`config.mk`:
```
export PLATFORM = sky130hd
export DESIGN_NAME = ppm_regulator
export DESIGN_NICKNAME = d
export VERILOG_FILES = /design/src/ppm_pkg.sv /design/src/ppm_regulator.sv
export VERILOG_INCLUDE_DIRS = /design/src
export SDC_FILE = /design/constraint.sdc
export NUM_CORES = 2
export LEC_CHECK = 0
export ABC_CLOCK_PERIOD_IN_PS = 35000
export BUFFER_PORTS_ARGS = -buffer_cell sky130_fd_sc_hd__buf_2
export CAP_MARGIN = 20
export CORE_ASPECT_RATIO = 0.5
export CORE_UTILIZATION = 44
export DETAILED_ROUTE_END_ITERATION = 8
export PLACE_DENSITY_LB_ADDON = 0.08
export SLEW_MARGIN = 20
export SYNTH_ARGS = -nofsm -noshare
export SYNTH_HDL_FRONTEND = slang
export SYNTH_SLANG_ARGS = --single-unit
```
`constraint.sdc`:
```
create_clock -name clk -period 35 [get_ports clk]
set_clock_uncertainty 0.1 [all_clocks]
set_input_delay 3.5 -clock clk [delete_from_list [all_inputs] [get_ports clk]]
set_output_delay 3.5 -clock clk [all_outputs]
set_load 0.1 [all_outputs]
```
`src/ppm_map.svh`:
```
/*
 offsets-free constant map of the process regulator: time base, scaling and defaults.
 assumes inclusion by bare name from the design file.
*/
`ifndef PPM_MAP_SVH
`define PPM_MAP_SVH
// ----------------------------------------
// timing
// ----------------------------------------
`define PPM_CLK_NS 10
`define PPM_TICK_NS 10000000
`define PPM_LOSS_TICKS 20'h0000A
// ----------------------------------------
// scaling
// ----------------------------------------
`define PPM_FULL_PCT 10'h3E8
`define PPM_KP_FULL 16'h2710
// ----------------------------------------
// configuration defaults
// ----------------------------------------
`define PPM_SP_SRC_DEFAULT 3'h0
`define PPM_FB_SRC_DEFAULT 2'h0
`define PPM_POL_DEFAULT 1'h0
`define PPM_KP_DEFAULT 14'h0064
`define PPM_TI_DEFAULT 10'h00A
`define PPM_TD_DEFAULT 10'h000
`define PPM_PERIOD_DEFAULT 14'h000A
`define PPM_LIMIT_DEFAULT 10'h000
`define PPM_LOSS_TIME_DEFAULT 16'h000A
`define PPM_PRESET_RESET 11'h000
`endif

```
`src/ppm_pkg.sv`:
```
/*
 types of the process regulator: sequencer states and the state record.
 assumes nothing beyond a SystemVerilog compiler.
*/
package ppm_pkg;
	typedef enum logic [5:0] {
		ST_IDLE = 6'h01,
		ST_DP = 6'h02,
		ST_DI = 6'h04,
		ST_DD = 6'h08,
		ST_SUM = 6'h10,
		ST_DF = 6'h20
	} ppm_state_e;
	typedef struct packed {
		ppm_state_e st;
		logic [19:0] tcnt;
		logic [13:0] pcnt;
		logic [19:0] lcnt;
		logic fault;
		logic smp;
		logic signed [31:0] isum;
		logic signed [31:0] p;
		logic signed [31:0] i;
		logic signed [31:0] d;
		logic signed [11:0] err;
		logic signed [11:0] eprev;
		logic [31:0] dq;
		logic [16:0] dr;
		logic [15:0] dd;
		logic dneg;
		logic [4:0] dcnt;
		logic [9:0] u;
		logic [15:0] freq;
		logic [7:0][10:0] pre;
		logic [9:0] plvl;
		logic prev;
	} ppm_state_s;
endpackage : ppm_pkg

```
`src/ppm_regulator.sv`:
```
/*
 process regulator with eight multi-speed presets and feedback-loss detection.
 assumes synchronous inputs, percent values in 0.1 % steps, times in 0.01 s steps
 (loss time in 0.1 s steps), max_frequency in 0.01 Hz steps.
*/
`timescale 1ns/1ps
`default_nettype none
`include "ppm_map.svh"

// What this block does
// - keypad source uses keypad setpoint, clamped to 100 % under code 0; codes 5 to 7 use it unclamped
// - feedback channel chosen by two-bit code
// - positive polarity: feedback high lowers output
// - negative polarity: feedback high raises output
// - gain 100 full error gives maximum
// - integral reaches maximum after one time constant
// - derivative scaled by derivative time constant
// - integral accumulates while discrepancy remains
// - derivative follows discrepancy change only
// - one regulator run per sampling period
// - inside discrepancy limit output holds
// - low feedback timer raises loss fault
// - eight signed presets, negative means reverse
// - hundred percent equals maximum output frequency
// - three terminals form preset index
// - setpoint source chosen by three-bit code
// - regulator works in relative percent
module ppm_regulator #(
	parameter int unsigned TICK_CYCLES = `PPM_TICK_NS / `PPM_CLK_NS
) (
	input wire logic clk,
	input wire logic rst,
	input wire logic [2:0] setpoint_source,
	input wire logic [1:0] feedback_source,
	input wire logic output_polarity,
	input wire logic [9:0] keypad_setpoint,
	input wire logic [9:0] voltage_analog_input,
	input wire logic [9:0] current_analog_input,
	input wire logic [9:0] comm_setpoint,
	input wire logic [9:0] comm_feedback,
	input wire logic [13:0] proportional_gain,
	input wire logic [9:0] integral_period_constant,
	input wire logic [9:0] derivative_period_constant,
	input wire logic [13:0] sample_period,
	input wire logic [9:0] discrepancy_limit,
	input wire logic [9:0] loss_threshold,
	input wire logic [15:0] loss_time,
	input wire logic [15:0] max_frequency,
	input wire logic speed_select_bit0,
	input wire logic speed_select_bit1,
	input wire logic speed_select_bit2,
	input wire logic preset_write,
	input wire logic [2:0] preset_index,
	input wire logic [10:0] preset_value,
	input wire logic fault_clear,
	output logic [15:0] freq_command,
	output logic feedback_loss_fault,
	output logic sample_strobe,
	output logic [9:0] preset_level,
	output logic preset_reverse
);
	// ----------------------------------------
	// helpers
	// ----------------------------------------
	function automatic logic [9:0] sat_pct(input logic [10:0] v);
		sat_pct = (v > {1'b0, `PPM_FULL_PCT}) ? `PPM_FULL_PCT : v[9:0];
	endfunction : sat_pct

	function automatic logic [31:0] abs32(input logic signed [31:0] v);
		abs32 = v[31] ? 32'(-v) : 32'(v);
	endfunction : abs32

	localparam logic [19:0] TICK_LAST = 20'(TICK_CYCLES - 1);

	ppm_pkg::ppm_state_s s;
	ppm_pkg::ppm_state_s n;
	logic [9:0] fb_sel;
	logic [9:0] sp_sel;
	logic [2:0] sel_idx;
	logic signed [11:0] err_now;
	logic signed [11:0] delta;
	logic in_band;
	logic fb_low;
	logic [19:0] loss_lim;
	logic [13:0] per_eff;
	logic [9:0] ti_eff;
	logic tick;
	logic sample;
	logic [16:0] trial;
	logic ge;
	logic [31:0] qn;
	logic signed [31:0] qs;
	logic done;
	logic ld;
	logic signed [31:0] ld_val;
	logic [15:0] ld_dvs;
	logic signed [31:0] isum_new;
	logic signed [31:0] imax;
	logic signed [31:0] sum;

	// ----------------------------------------
	// channel selection
	// ----------------------------------------
	assign sel_idx = {speed_select_bit2, speed_select_bit1, speed_select_bit0};

	always_comb begin
		case (feedback_source)
			2'h0: fb_sel = voltage_analog_input;
			2'h1: fb_sel = current_analog_input;
			2'h2: fb_sel = sat_pct({1'b0, voltage_analog_input} + {1'b0, current_analog_input});
			default: fb_sel = comm_feedback;
		endcase
		case (setpoint_source)
			3'h0: sp_sel = sat_pct({1'b0, keypad_setpoint});
			3'h1: sp_sel = voltage_analog_input;
			3'h2: sp_sel = current_analog_input;
			3'h3: sp_sel = comm_setpoint;
			3'h4: sp_sel = s.prev ? 10'h000 : s.plvl;
			default: sp_sel = keypad_setpoint;
		endcase
	end

	// both channels share the same 0..100 % scale
	assign err_now = output_polarity ?
		($signed({2'h0, fb_sel}) - $signed({2'h0, sp_sel})) :
		($signed({2'h0, sp_sel}) - $signed({2'h0, fb_sel}));
	assign in_band = 12'(abs32(32'(err_now))) <= {2'h0, discrepancy_limit};
	assign delta = s.err - s.eprev;
	assign fb_low = fb_sel <= loss_threshold;
	assign loss_lim = 20'(loss_time) * `PPM_LOSS_TICKS;
	assign per_eff = (sample_period == 14'h0000) ? 14'h0001 : sample_period;
	assign ti_eff = (integral_period_constant == 10'h000) ? 10'h001 : integral_period_constant;
	assign isum_new = s.isum + 32'(err_now) * $signed({18'h0, per_eff});
	assign imax = $signed({22'h0, ti_eff}) * $signed({22'h0, `PPM_FULL_PCT});
	assign sum = s.p + s.i + s.d;

	// ----------------------------------------
	// shared restoring divider step
	// ----------------------------------------
	assign trial = {s.dr[15:0], s.dq[31]};
	assign ge = trial >= {1'b0, s.dd};
	assign qn = {s.dq[30:0], ge};
	assign qs = s.dneg ? -$signed(qn) : $signed(qn);
	assign done = s.dcnt == 5'h1F;

	// ----------------------------------------
	// next state
	// ----------------------------------------
	always_comb begin
		n = s;
		n.smp = 1'b0;
		tick = 1'b0;
		sample = 1'b0;
		ld = 1'b0;
		ld_val = 32'sh00000000;
		ld_dvs = 16'h0001;
		if (s.tcnt >= TICK_LAST) begin
			n.tcnt = 20'h00000;
			tick = 1'b1;
		end else begin
			n.tcnt = s.tcnt + 20'h00001;
		end
		if (tick) begin
			if (s.pcnt >= per_eff - 14'h0001) begin
				n.pcnt = 14'h0000;
				sample = 1'b1;
			end else begin
				n.pcnt = s.pcnt + 14'h0001;
			end
		end
		if (!fb_low) begin
			n.lcnt = 20'h00000;
		end else if (tick && s.lcnt != 20'hFFFFF) begin
			n.lcnt = s.lcnt + 20'h00001;
		end
		if (fault_clear) begin
			n.fault = 1'b0;
		end
		if (fb_low && s.lcnt > loss_lim) begin
			n.fault = 1'b1;
		end
		if (preset_write) begin
			n.pre[preset_index] = preset_value;
		end
		n.plvl = sat_pct(11'(abs32(32'($signed(s.pre[sel_idx])))));
		n.prev = s.pre[sel_idx][10];
		if (s.st != ppm_pkg::ST_IDLE && s.st != ppm_pkg::ST_SUM) begin
			n.dq = qn;
			n.dr = ge ? trial - {1'b0, s.dd} : trial;
			n.dcnt = s.dcnt + 5'h01;
		end
		case (s.st)
			ppm_pkg::ST_IDLE: begin
				if (sample) begin
					n.smp = 1'b1;
					n.err = err_now;
					n.eprev = s.err;
					if (!in_band) begin
						if (isum_new > imax) begin
							n.isum = imax;
						end else if (isum_new < -imax) begin
							n.isum = -imax;
						end else begin
							n.isum = isum_new;
						end
						ld = 1'b1;
						ld_val = 32'(err_now) * $signed({18'h0, proportional_gain});
						ld_dvs = `PPM_KP_FULL;
						n.st = ppm_pkg::ST_DP;
					end
				end
			end
			ppm_pkg::ST_DP: begin
				if (done) begin
					n.p = qs;
					ld = 1'b1;
					ld_val = s.isum;
					ld_dvs = {6'h00, ti_eff};
					n.st = ppm_pkg::ST_DI;
				end
			end
			ppm_pkg::ST_DI: begin
				if (done) begin
					n.i = qs;
					ld = 1'b1;
					ld_val = 32'(delta) * $signed({22'h0, derivative_period_constant});
					ld_dvs = {2'h0, per_eff};
					n.st = ppm_pkg::ST_DD;
				end
			end
			ppm_pkg::ST_DD: begin
				if (done) begin
					n.d = qs;
					n.st = ppm_pkg::ST_SUM;
				end
			end
			ppm_pkg::ST_SUM: begin
				if (sum[31]) begin
					n.u = 10'h000;
				end else if (sum > $signed({22'h0, `PPM_FULL_PCT})) begin
					n.u = `PPM_FULL_PCT;
				end else begin
					n.u = sum[9:0];
				end
				ld = 1'b1;
				ld_val = $signed({22'h0, n.u}) * $signed({16'h0, max_frequency});
				ld_dvs = {6'h00, `PPM_FULL_PCT};
				n.st = ppm_pkg::ST_DF;
			end
			ppm_pkg::ST_DF: begin
				if (done) begin
					n.freq = qn[15:0];
					n.st = ppm_pkg::ST_IDLE;
				end
			end
			default: begin
				n.st = ppm_pkg::ST_IDLE;
			end
		endcase
		if (ld) begin
			n.dq = abs32(ld_val);
			n.dneg = ld_val[31];
			n.dd = ld_dvs;
			n.dr = 17'h00000;
			n.dcnt = 5'h00;
		end
	end

	// ----------------------------------------
	// state register
	// ----------------------------------------
	always_ff @(posedge clk) begin
		if (rst) begin
			s <= '0;
			s.st <= ppm_pkg::ST_IDLE;
			s.dd <= 16'h0001;
			s.pre <= {8{`PPM_PRESET_RESET}};
		end else begin
			s <= n;
		end
	end

	assign freq_command = s.freq;
	assign feedback_loss_fault = s.fault;
	assign sample_strobe = s.smp;
	assign preset_level = s.plvl;
	assign preset_reverse = s.prev;
endmodule : ppm_regulator
`default_nettype wire

```
### After elaboration in Yosys (flattened, before gate mapping)

Index checks and enable logic that the tools add are counted.
W data, S select, Z words.

* bits in registers: 400
* bits in latches: 0
* bits in writable memories: 0
* bits in read-only memories: 0
* input bits: 177
* output and inout port bits: 29
* word-level logic and storage cells: 172
* memories: 0

* add/sub/neg operators: 18
* $mul: 6
* div/mod/pow operators: 0
* magnitude comparators: 15
* eq/ne operators: 22
* shift-type cells: 0
* mux-type cells: 56
* bitwise logic cells: 3
* reduce and logical (&&, ||, !) cells: 23

Operator list (count)
* $mux W32: 9
* $pmux W32 S4: 1
* $mux W10: 9
* $bwmux W88: 1
* $mux W71: 1
* $mux W14: 5
* $add A32 B32 Y32: 2
* $neg A32 Y32: 2
* $pmux W14 S4: 1
* $mul A12 B15 Y27: 2
* $pmux W10 S5: 1
* $mux W49: 1
* $add A20 B1 Y20 const B: 2
* $mux W6: 6
* $pmux W6 S6: 1
* $bmux W11 S3: 1
* $demux W11 S3: 1
* $mux W11: 3
* $mux W33: 1
* $add A32 B27 Y32: 1
* $gt A32 B11 Y1 const B: 1
* $gt A32 B21 Y1: 1
* $lt A32 B32 Y1: 1
* $neg A20 Y32: 1
* 56 further kinds: 88

### Longest topological paths before layout

* word-level depth: 15
* depth in mapped cells: 58
* depth with buffers taken out: 55

### Least setup slack after synthesis

No wires, ideal clock.

* path type: input -> register
* from: input port voltage_analog_input[0]
* to: register s[333] in the netlist's numbering
* data arrival time: 15.806 ns
* required time: 34.821 ns
* slack: 19.015 ns
* cell stages on the path: 53
* path through: ha_1 -> fa_1 -> a21o_1 -> a21oi_1 -> o21bai_1 -> a21oi_1 -> o21bai_1 -> a21oi_1 -> o21bai_1 -> a211o_1 -> or2_2 -> a41oi_1 -> a221o_1 -> ha_1 -> inv_1 -> fa_1 -> nand3_1 -> nand3b_1 -> [... 17 more ...] -> a221oi_1 -> o21ai_1 -> or2_4 -> a21o_1 -> a21oi_1 -> xnor2_1 -> ha_1 -> a21o_1 -> a21oi_1 -> o41ai_1 -> a22o_1 -> or4b_1 -> or4_1 -> o41a_1 -> buf_6 -> o211ai_1 -> o21ai_1 -> a211oi_2

* longest elaborated chain between the ends: 11

RTL lines
* start: declaration: line ppm_regulator.sv:37 `input wire logic [9:0] voltage_analog_input,`
* $add A10 B10 Y11: line ppm_regulator.sv:110 `2'h2: fb_sel = sat_pct({1'b0, voltage_analog_input} + {1'b0, current_analog_input});`
* $gt A11 B10 Y1: line ppm_regulator.sv:66 `` sat_pct = (v > {1'b0, `PPM_FULL_PCT}) ? `PPM_FULL_PCT : v[9:0]; ``
* $mux W10: line ppm_regulator.sv:66
* $pmux W10 S3: line ppm_regulator.sv:107 `case (feedback_source)`
* $sub A10 B10 Y11 (on tied branches): line ppm_regulator.sv:126, ppm_regulator.sv:125
* $mux W12 *: line ppm_regulator.sv:124 `assign err_now = output_polarity ?`
* via err_now[10]: line ppm_regulator.sv:80 `logic signed [11:0] err_now;`
* $mul A12 B15 Y27 / $neg A12 Y12 (equally long branches): line ppm_regulator.sv:133, ppm_regulator.sv:70
* $add A32 B27 Y32 / $mux W12 (equally long branches): line ppm_regulator.sv:133, ppm_regulator.sv:70
* $lt A32 B32 Y1 / $le A12 B10 Y1 (equally long branches): line ppm_regulator.sv:201, ppm_regulator.sv:127
* $mux W32 / $not A1 Y1 (equally long branches)
* $mux W32 / $reduce_and A3 Y1 (equally long branches)
* end signal: assignment: line ppm_regulator.sv:279 `s <= n;`
* end: declaration: line ppm_regulator.sv:75 `ppm_pkg::ppm_state_s s;`

The timed path passes the listed nets; every way through them passes the cells marked *.
A chain may end at the register's enable or synchronous reset.

### Final worst setup path

* from: input port voltage_analog_input[0]
* to: register s[333] in the netlist's numbering

* longest elaborated chain between the ends: 11

RTL lines (line)
* $add A10 B10 Y11: ppm_regulator.sv:110
* $gt A11 B10 Y1: ppm_regulator.sv:66
* $mux W10: ppm_regulator.sv:66
* $pmux W10 S3: ppm_regulator.sv:107
* $sub A10 B10 Y11 (on tied branches): ppm_regulator.sv:126, ppm_regulator.sv:125
* $mux W12 *: ppm_regulator.sv:124
* $mul A12 B15 Y27 / $neg A12 Y12 (equally long branches): ppm_regulator.sv:133, ppm_regulator.sv:70
* $add A32 B27 Y32 / $mux W12 (equally long branches): ppm_regulator.sv:133, ppm_regulator.sv:70
* $lt A32 B32 Y1 / $le A12 B10 Y1 (equally long branches): ppm_regulator.sv:201, ppm_regulator.sv:127
* $mux W32 / $not A1 Y1 (equally long branches)
* $mux W32 / $reduce_and A3 Y1 (equally long branches)

Mark *: on every way between the ends. The rest lies on a longest branch, timed or not.

==> summary by stage <==
GRT
The initial antenna violation count is 11. Global routing used 27.94% of the available tracks. Global routing finished with a remaining overflow of 0. The pin count of the biggest net entering global routing is 105.

The first global-routing pass estimated 262.4 mm of wire. The via count of the first global-routing pass was 45650.

Floorplanning
The die covers 0.1203 mm^2. The floorplan step set the die height to 245.7 um. The number of ports placed on the die boundary is 206. The horizontal extent of the die is 489.4 um.

The floorplan step defined a core boundary enclosing 0.1165 mm^2. The placement row count is 88. The initial utilization of the core area, before any placement, comes to 44.87%.

Drt
After detailed routing, the wire length on met1 is 77.66 mm. Summed over all nets, wire length on met2 after detailed routing comes to 71.57 mm. Using the TritonRoute via totals, the vias-per-cell ratio works out to 5.662. Summed over all nets, wire length on met3 after detailed routing comes to 13.12 mm. The total wire length is 165.3 mm. The routed length per placed instance is 20.69 um.

In this run the top signal layer used is met5. The count of TritonRoute iterations in the first routing pass is 8. The number of DRC violations after detailed routing is 0.

For this block, the via count after detailed routing is 45253. The detailed router finished its first iteration with 3299 violations. In this run the remaining antenna-violating nets after routing total 0.

Flow run
The max capacitance violation total is 0.

Placed design
During placement, the flow inserted port buffers numbering 205. At the placement stage, the worst setup path has a slack of 17.14 ns. Once detailed placement completed, the half-perimeter wirelength came to 131.6 mm.

At the end of routability-driven placement, the weighted congestion stood at 1.019.

Clocking
The number of setup buffers added after CTS is 0. In this run, post-CTS repair resized a total of 0 instances. After clock tree synthesis, the clock-pin slew on the worst setup and hold paths is 0.06 ns.

The clock tree synthesis step divided the H-tree into 2 levels. The latest clock arrival within the worst-skew pair is 0.62 ns. TritonCTS built the clock tree.

The number of buffers created by CTS is 42. The maximum number of buffers from clock root to sink is 3. The clock net sink count is 395. The number of buffers inserted for hold repair after clock tree synthesis is 0.

The tree is rooted in a sky130_fd_sc_hd__clkbuf_16.

Critical path
The type of element launching the critical path is a primary input. The required time of the worst setup path is 35.43 ns. Counting stages on the worst path, the most repeated cell is sky130_fd_sc_hd__fa_1.

Data on the critical path arrives at its endpoint at 17.92 ns. Among all stages on the critical path, the largest delay is contributed by sky130_fd_sc_hd__a31oi_2. The delay of the slowest cell on the worst path is 0.66 ns. STA classifies the critical path endpoint as a register. The category of the most critical setup path is in2reg. The critical-path maximum fanout is 50.

Synth
The number of instances in the synthesized netlist is 6413. The mean instance size in the synthesized netlist is 8.151 um^2. Yosys attributes the largest share of cell area to sky130_fd_sc_hd__fa_1, sky130_fd_sc_hd__dfxtp_1, sky130_fd_sc_hd__ha_1.

The synthesized net count is 7711. Counting flops with an async set or reset pin after synthesis yields a share of 0%. The sequential share of the synthesized area is 15.13%. For this run, the number of Yosys warnings is 0. The flip-flop cell with the highest count after synthesis is sky130_fd_sc_hd__dfxtp_1. The most used standard cell by instance count after synthesis is sky130_fd_sc_hd__nand2_1.

The synthesized design spends more area on one cell type than any other, namely sky130_fd_sc_hd__fa_1. In this run, synthesis produced a sequential element count of 395. The fraction of synthesized cell area taken by the top area cell type is 21.22%. After synthesis the cells add up to 0.05227 mm^2. The commonest cells after synthesis are sky130_fd_sc_hd__nand2_1, sky130_fd_sc_hd__inv_1, sky130_fd_sc_hd__ha_1. The number of enable flip-flop cells after synthesis is 0. In this run, distinct cell masters in the synthesized netlist total 96.

STA
Setup repair after global routing left no endpoint under its margin. The count of final hold-check violations is 0. The relative slew slack is 26.55%. The slew at the pin closest to its max-slew limit is 1.102 ns. The total negative setup slack is 0 ns. Setup slack on the critical path of the routed design comes to 17.51 ns.

The final max-slew violation count came to 0. Counting I/O delays and the setup requirement, the final critical path takes 17.49 ns. The portion of the clock cycle consumed by the worst path in the final layout is 49.97%. The upper clock frequency limit is 0.05718 GHz. The final count of negative-setup-slack endpoints is 0.

Layout
Fill cells in the final layout number 11564. The synthesis-to-finish area growth is 7.184%. Registers take 0.007908 mm^2. The fraction of layout cells with a size suffix above 1 is 6.899%.

The total area of multi-input combinational cells is 0.04020 mm^2. After the last flow step, the layout net total stands at 7674.

Worst hold path
The worst hold path belongs to the class reg2reg.

Run status
The run finished with clean final reports.
## cells by family (layout without fill, tap and decap cells)
logic type	count (synthesis)	count (layout)	share of synthesized area (%)
adders and majority gates	1121	1121	34.79
and+or+nand+nor	2159	2159	19.28
muxes	77	77	2.037
DFF	395	395	15.13
other	0	10	0
buffers and inverters	1120	1114	8.330
AOI/OAI and AO/OA	1260	1260	15.73
xor gates and xnor gates	281	281	4.708
## metal layers
layer,up-vias,track usage (%)
met2,1246,43.11
li1,21419,-
met3,176,6.114
met4,4,5.613
met1,22408,39.90
met5,-,0
## worst max-delay path, delay by kind of cell
| family | cells | cell delay, ns |
|---|---|---|
| adders and majority gates | 12 | 5.02 |
| xor gates and xnor gates | 1 | 0.33 |
| buffers and inverters | 10 | 1.63 |
| AOI/OAI and AO/OA | 23 | 5.41 |
| and+or+nand+nor | 10 | 1.95 |
## sequential cells by signal, indices dropped and copies added, names as in the netlist
name                 cells
feedback_loss_fault      1
qn                      31
preset_reverse           1
freq_command            16
sample_strobe            1
preset_level            10
s                      335
## layout by cell type, fill, tap and decap left out, types with 22 or more instances in the layout
cell type	count
sky130_fd_sc_hd__a211oi_1	153
sky130_fd_sc_hd__a21o_1	79
sky130_fd_sc_hd__a21oi_1	416
sky130_fd_sc_hd__a221oi_1	22
sky130_fd_sc_hd__a22oi_1	48
sky130_fd_sc_hd__a31oi_1	45
sky130_fd_sc_hd__and2_1	224
sky130_fd_sc_hd__and3_1	51
sky130_fd_sc_hd__buf_2	204
sky130_fd_sc_hd__buf_4	58
sky130_fd_sc_hd__clkbuf_16	43
sky130_fd_sc_hd__dfxtp_1	395
sky130_fd_sc_hd__fa_1	554
sky130_fd_sc_hd__ha_1	567
sky130_fd_sc_hd__inv_1	774
sky130_fd_sc_hd__mux2i_1	39
sky130_fd_sc_hd__mux4_2	22
sky130_fd_sc_hd__nand2_1	883
sky130_fd_sc_hd__nand2b_1	79
sky130_fd_sc_hd__nand3_1	94
sky130_fd_sc_hd__nand4_1	55
sky130_fd_sc_hd__nor2_1	467
sky130_fd_sc_hd__nor2b_1	59
sky130_fd_sc_hd__nor3_1	80
sky130_fd_sc_hd__nor4_1	27
sky130_fd_sc_hd__o211ai_1	41
sky130_fd_sc_hd__o21a_1	29
sky130_fd_sc_hd__o21ai_0	165
sky130_fd_sc_hd__o21bai_1	31
sky130_fd_sc_hd__o31ai_1	32
sky130_fd_sc_hd__or3_1	39
sky130_fd_sc_hd__xnor2_1	132
sky130_fd_sc_hd__xor2_1	140
## area by class of cell
type	count	share of cell area, %
clock buffers	53	2.148
inverters	775	5.192
multi-input cells	4898	71.76
repair buffers	264	2.640
well taps	1575	3.517
diodes	10	0.04467
clock inverters	22	0.5851
flip-flops and latches	395	14.11
## path summary, 6_finish.rpt
kind,from,to,slack (ns),cells past startpoint
setup / recovery,voltage_analog_input[0],s[333]$_SDFFE_PP0P_,17.51,56
hold / removal,s[199]$_SDFFE_PP0P_,s[199]$_SDFFE_PP0P_,0.35,2
setup reg to reg,preset_reverse$_SDFF_PP0_,s[333]$_SDFFE_PP0P_,22.19,47
hold reg to reg,s[199]$_SDFFE_PP0P_,s[199]$_SDFFE_PP0P_,0.35,2
## through the flow
stage | cell area, um^2 | cells | hold WS, ns | util, %
2_1_floorplan | 52270 | 6413 | 0.3258 | -
3_3_place_gp | 54440 | 7906 | 0.3381 | 46.73
3_5_place_dp | 54440 | 7906 | 0.3441 | 46.73
4_1_cts | 55970 | 7981 | 0.3524 | 48.05
5_1_grt | 56010 | 7985 | 0.3698 | 48.08
6_report | 56030 | 7992 | 0.3501 | 48.09
Power is not shown: default switching activity piles up to over one toggle a cycle in this logic, so the estimate is an artifact.
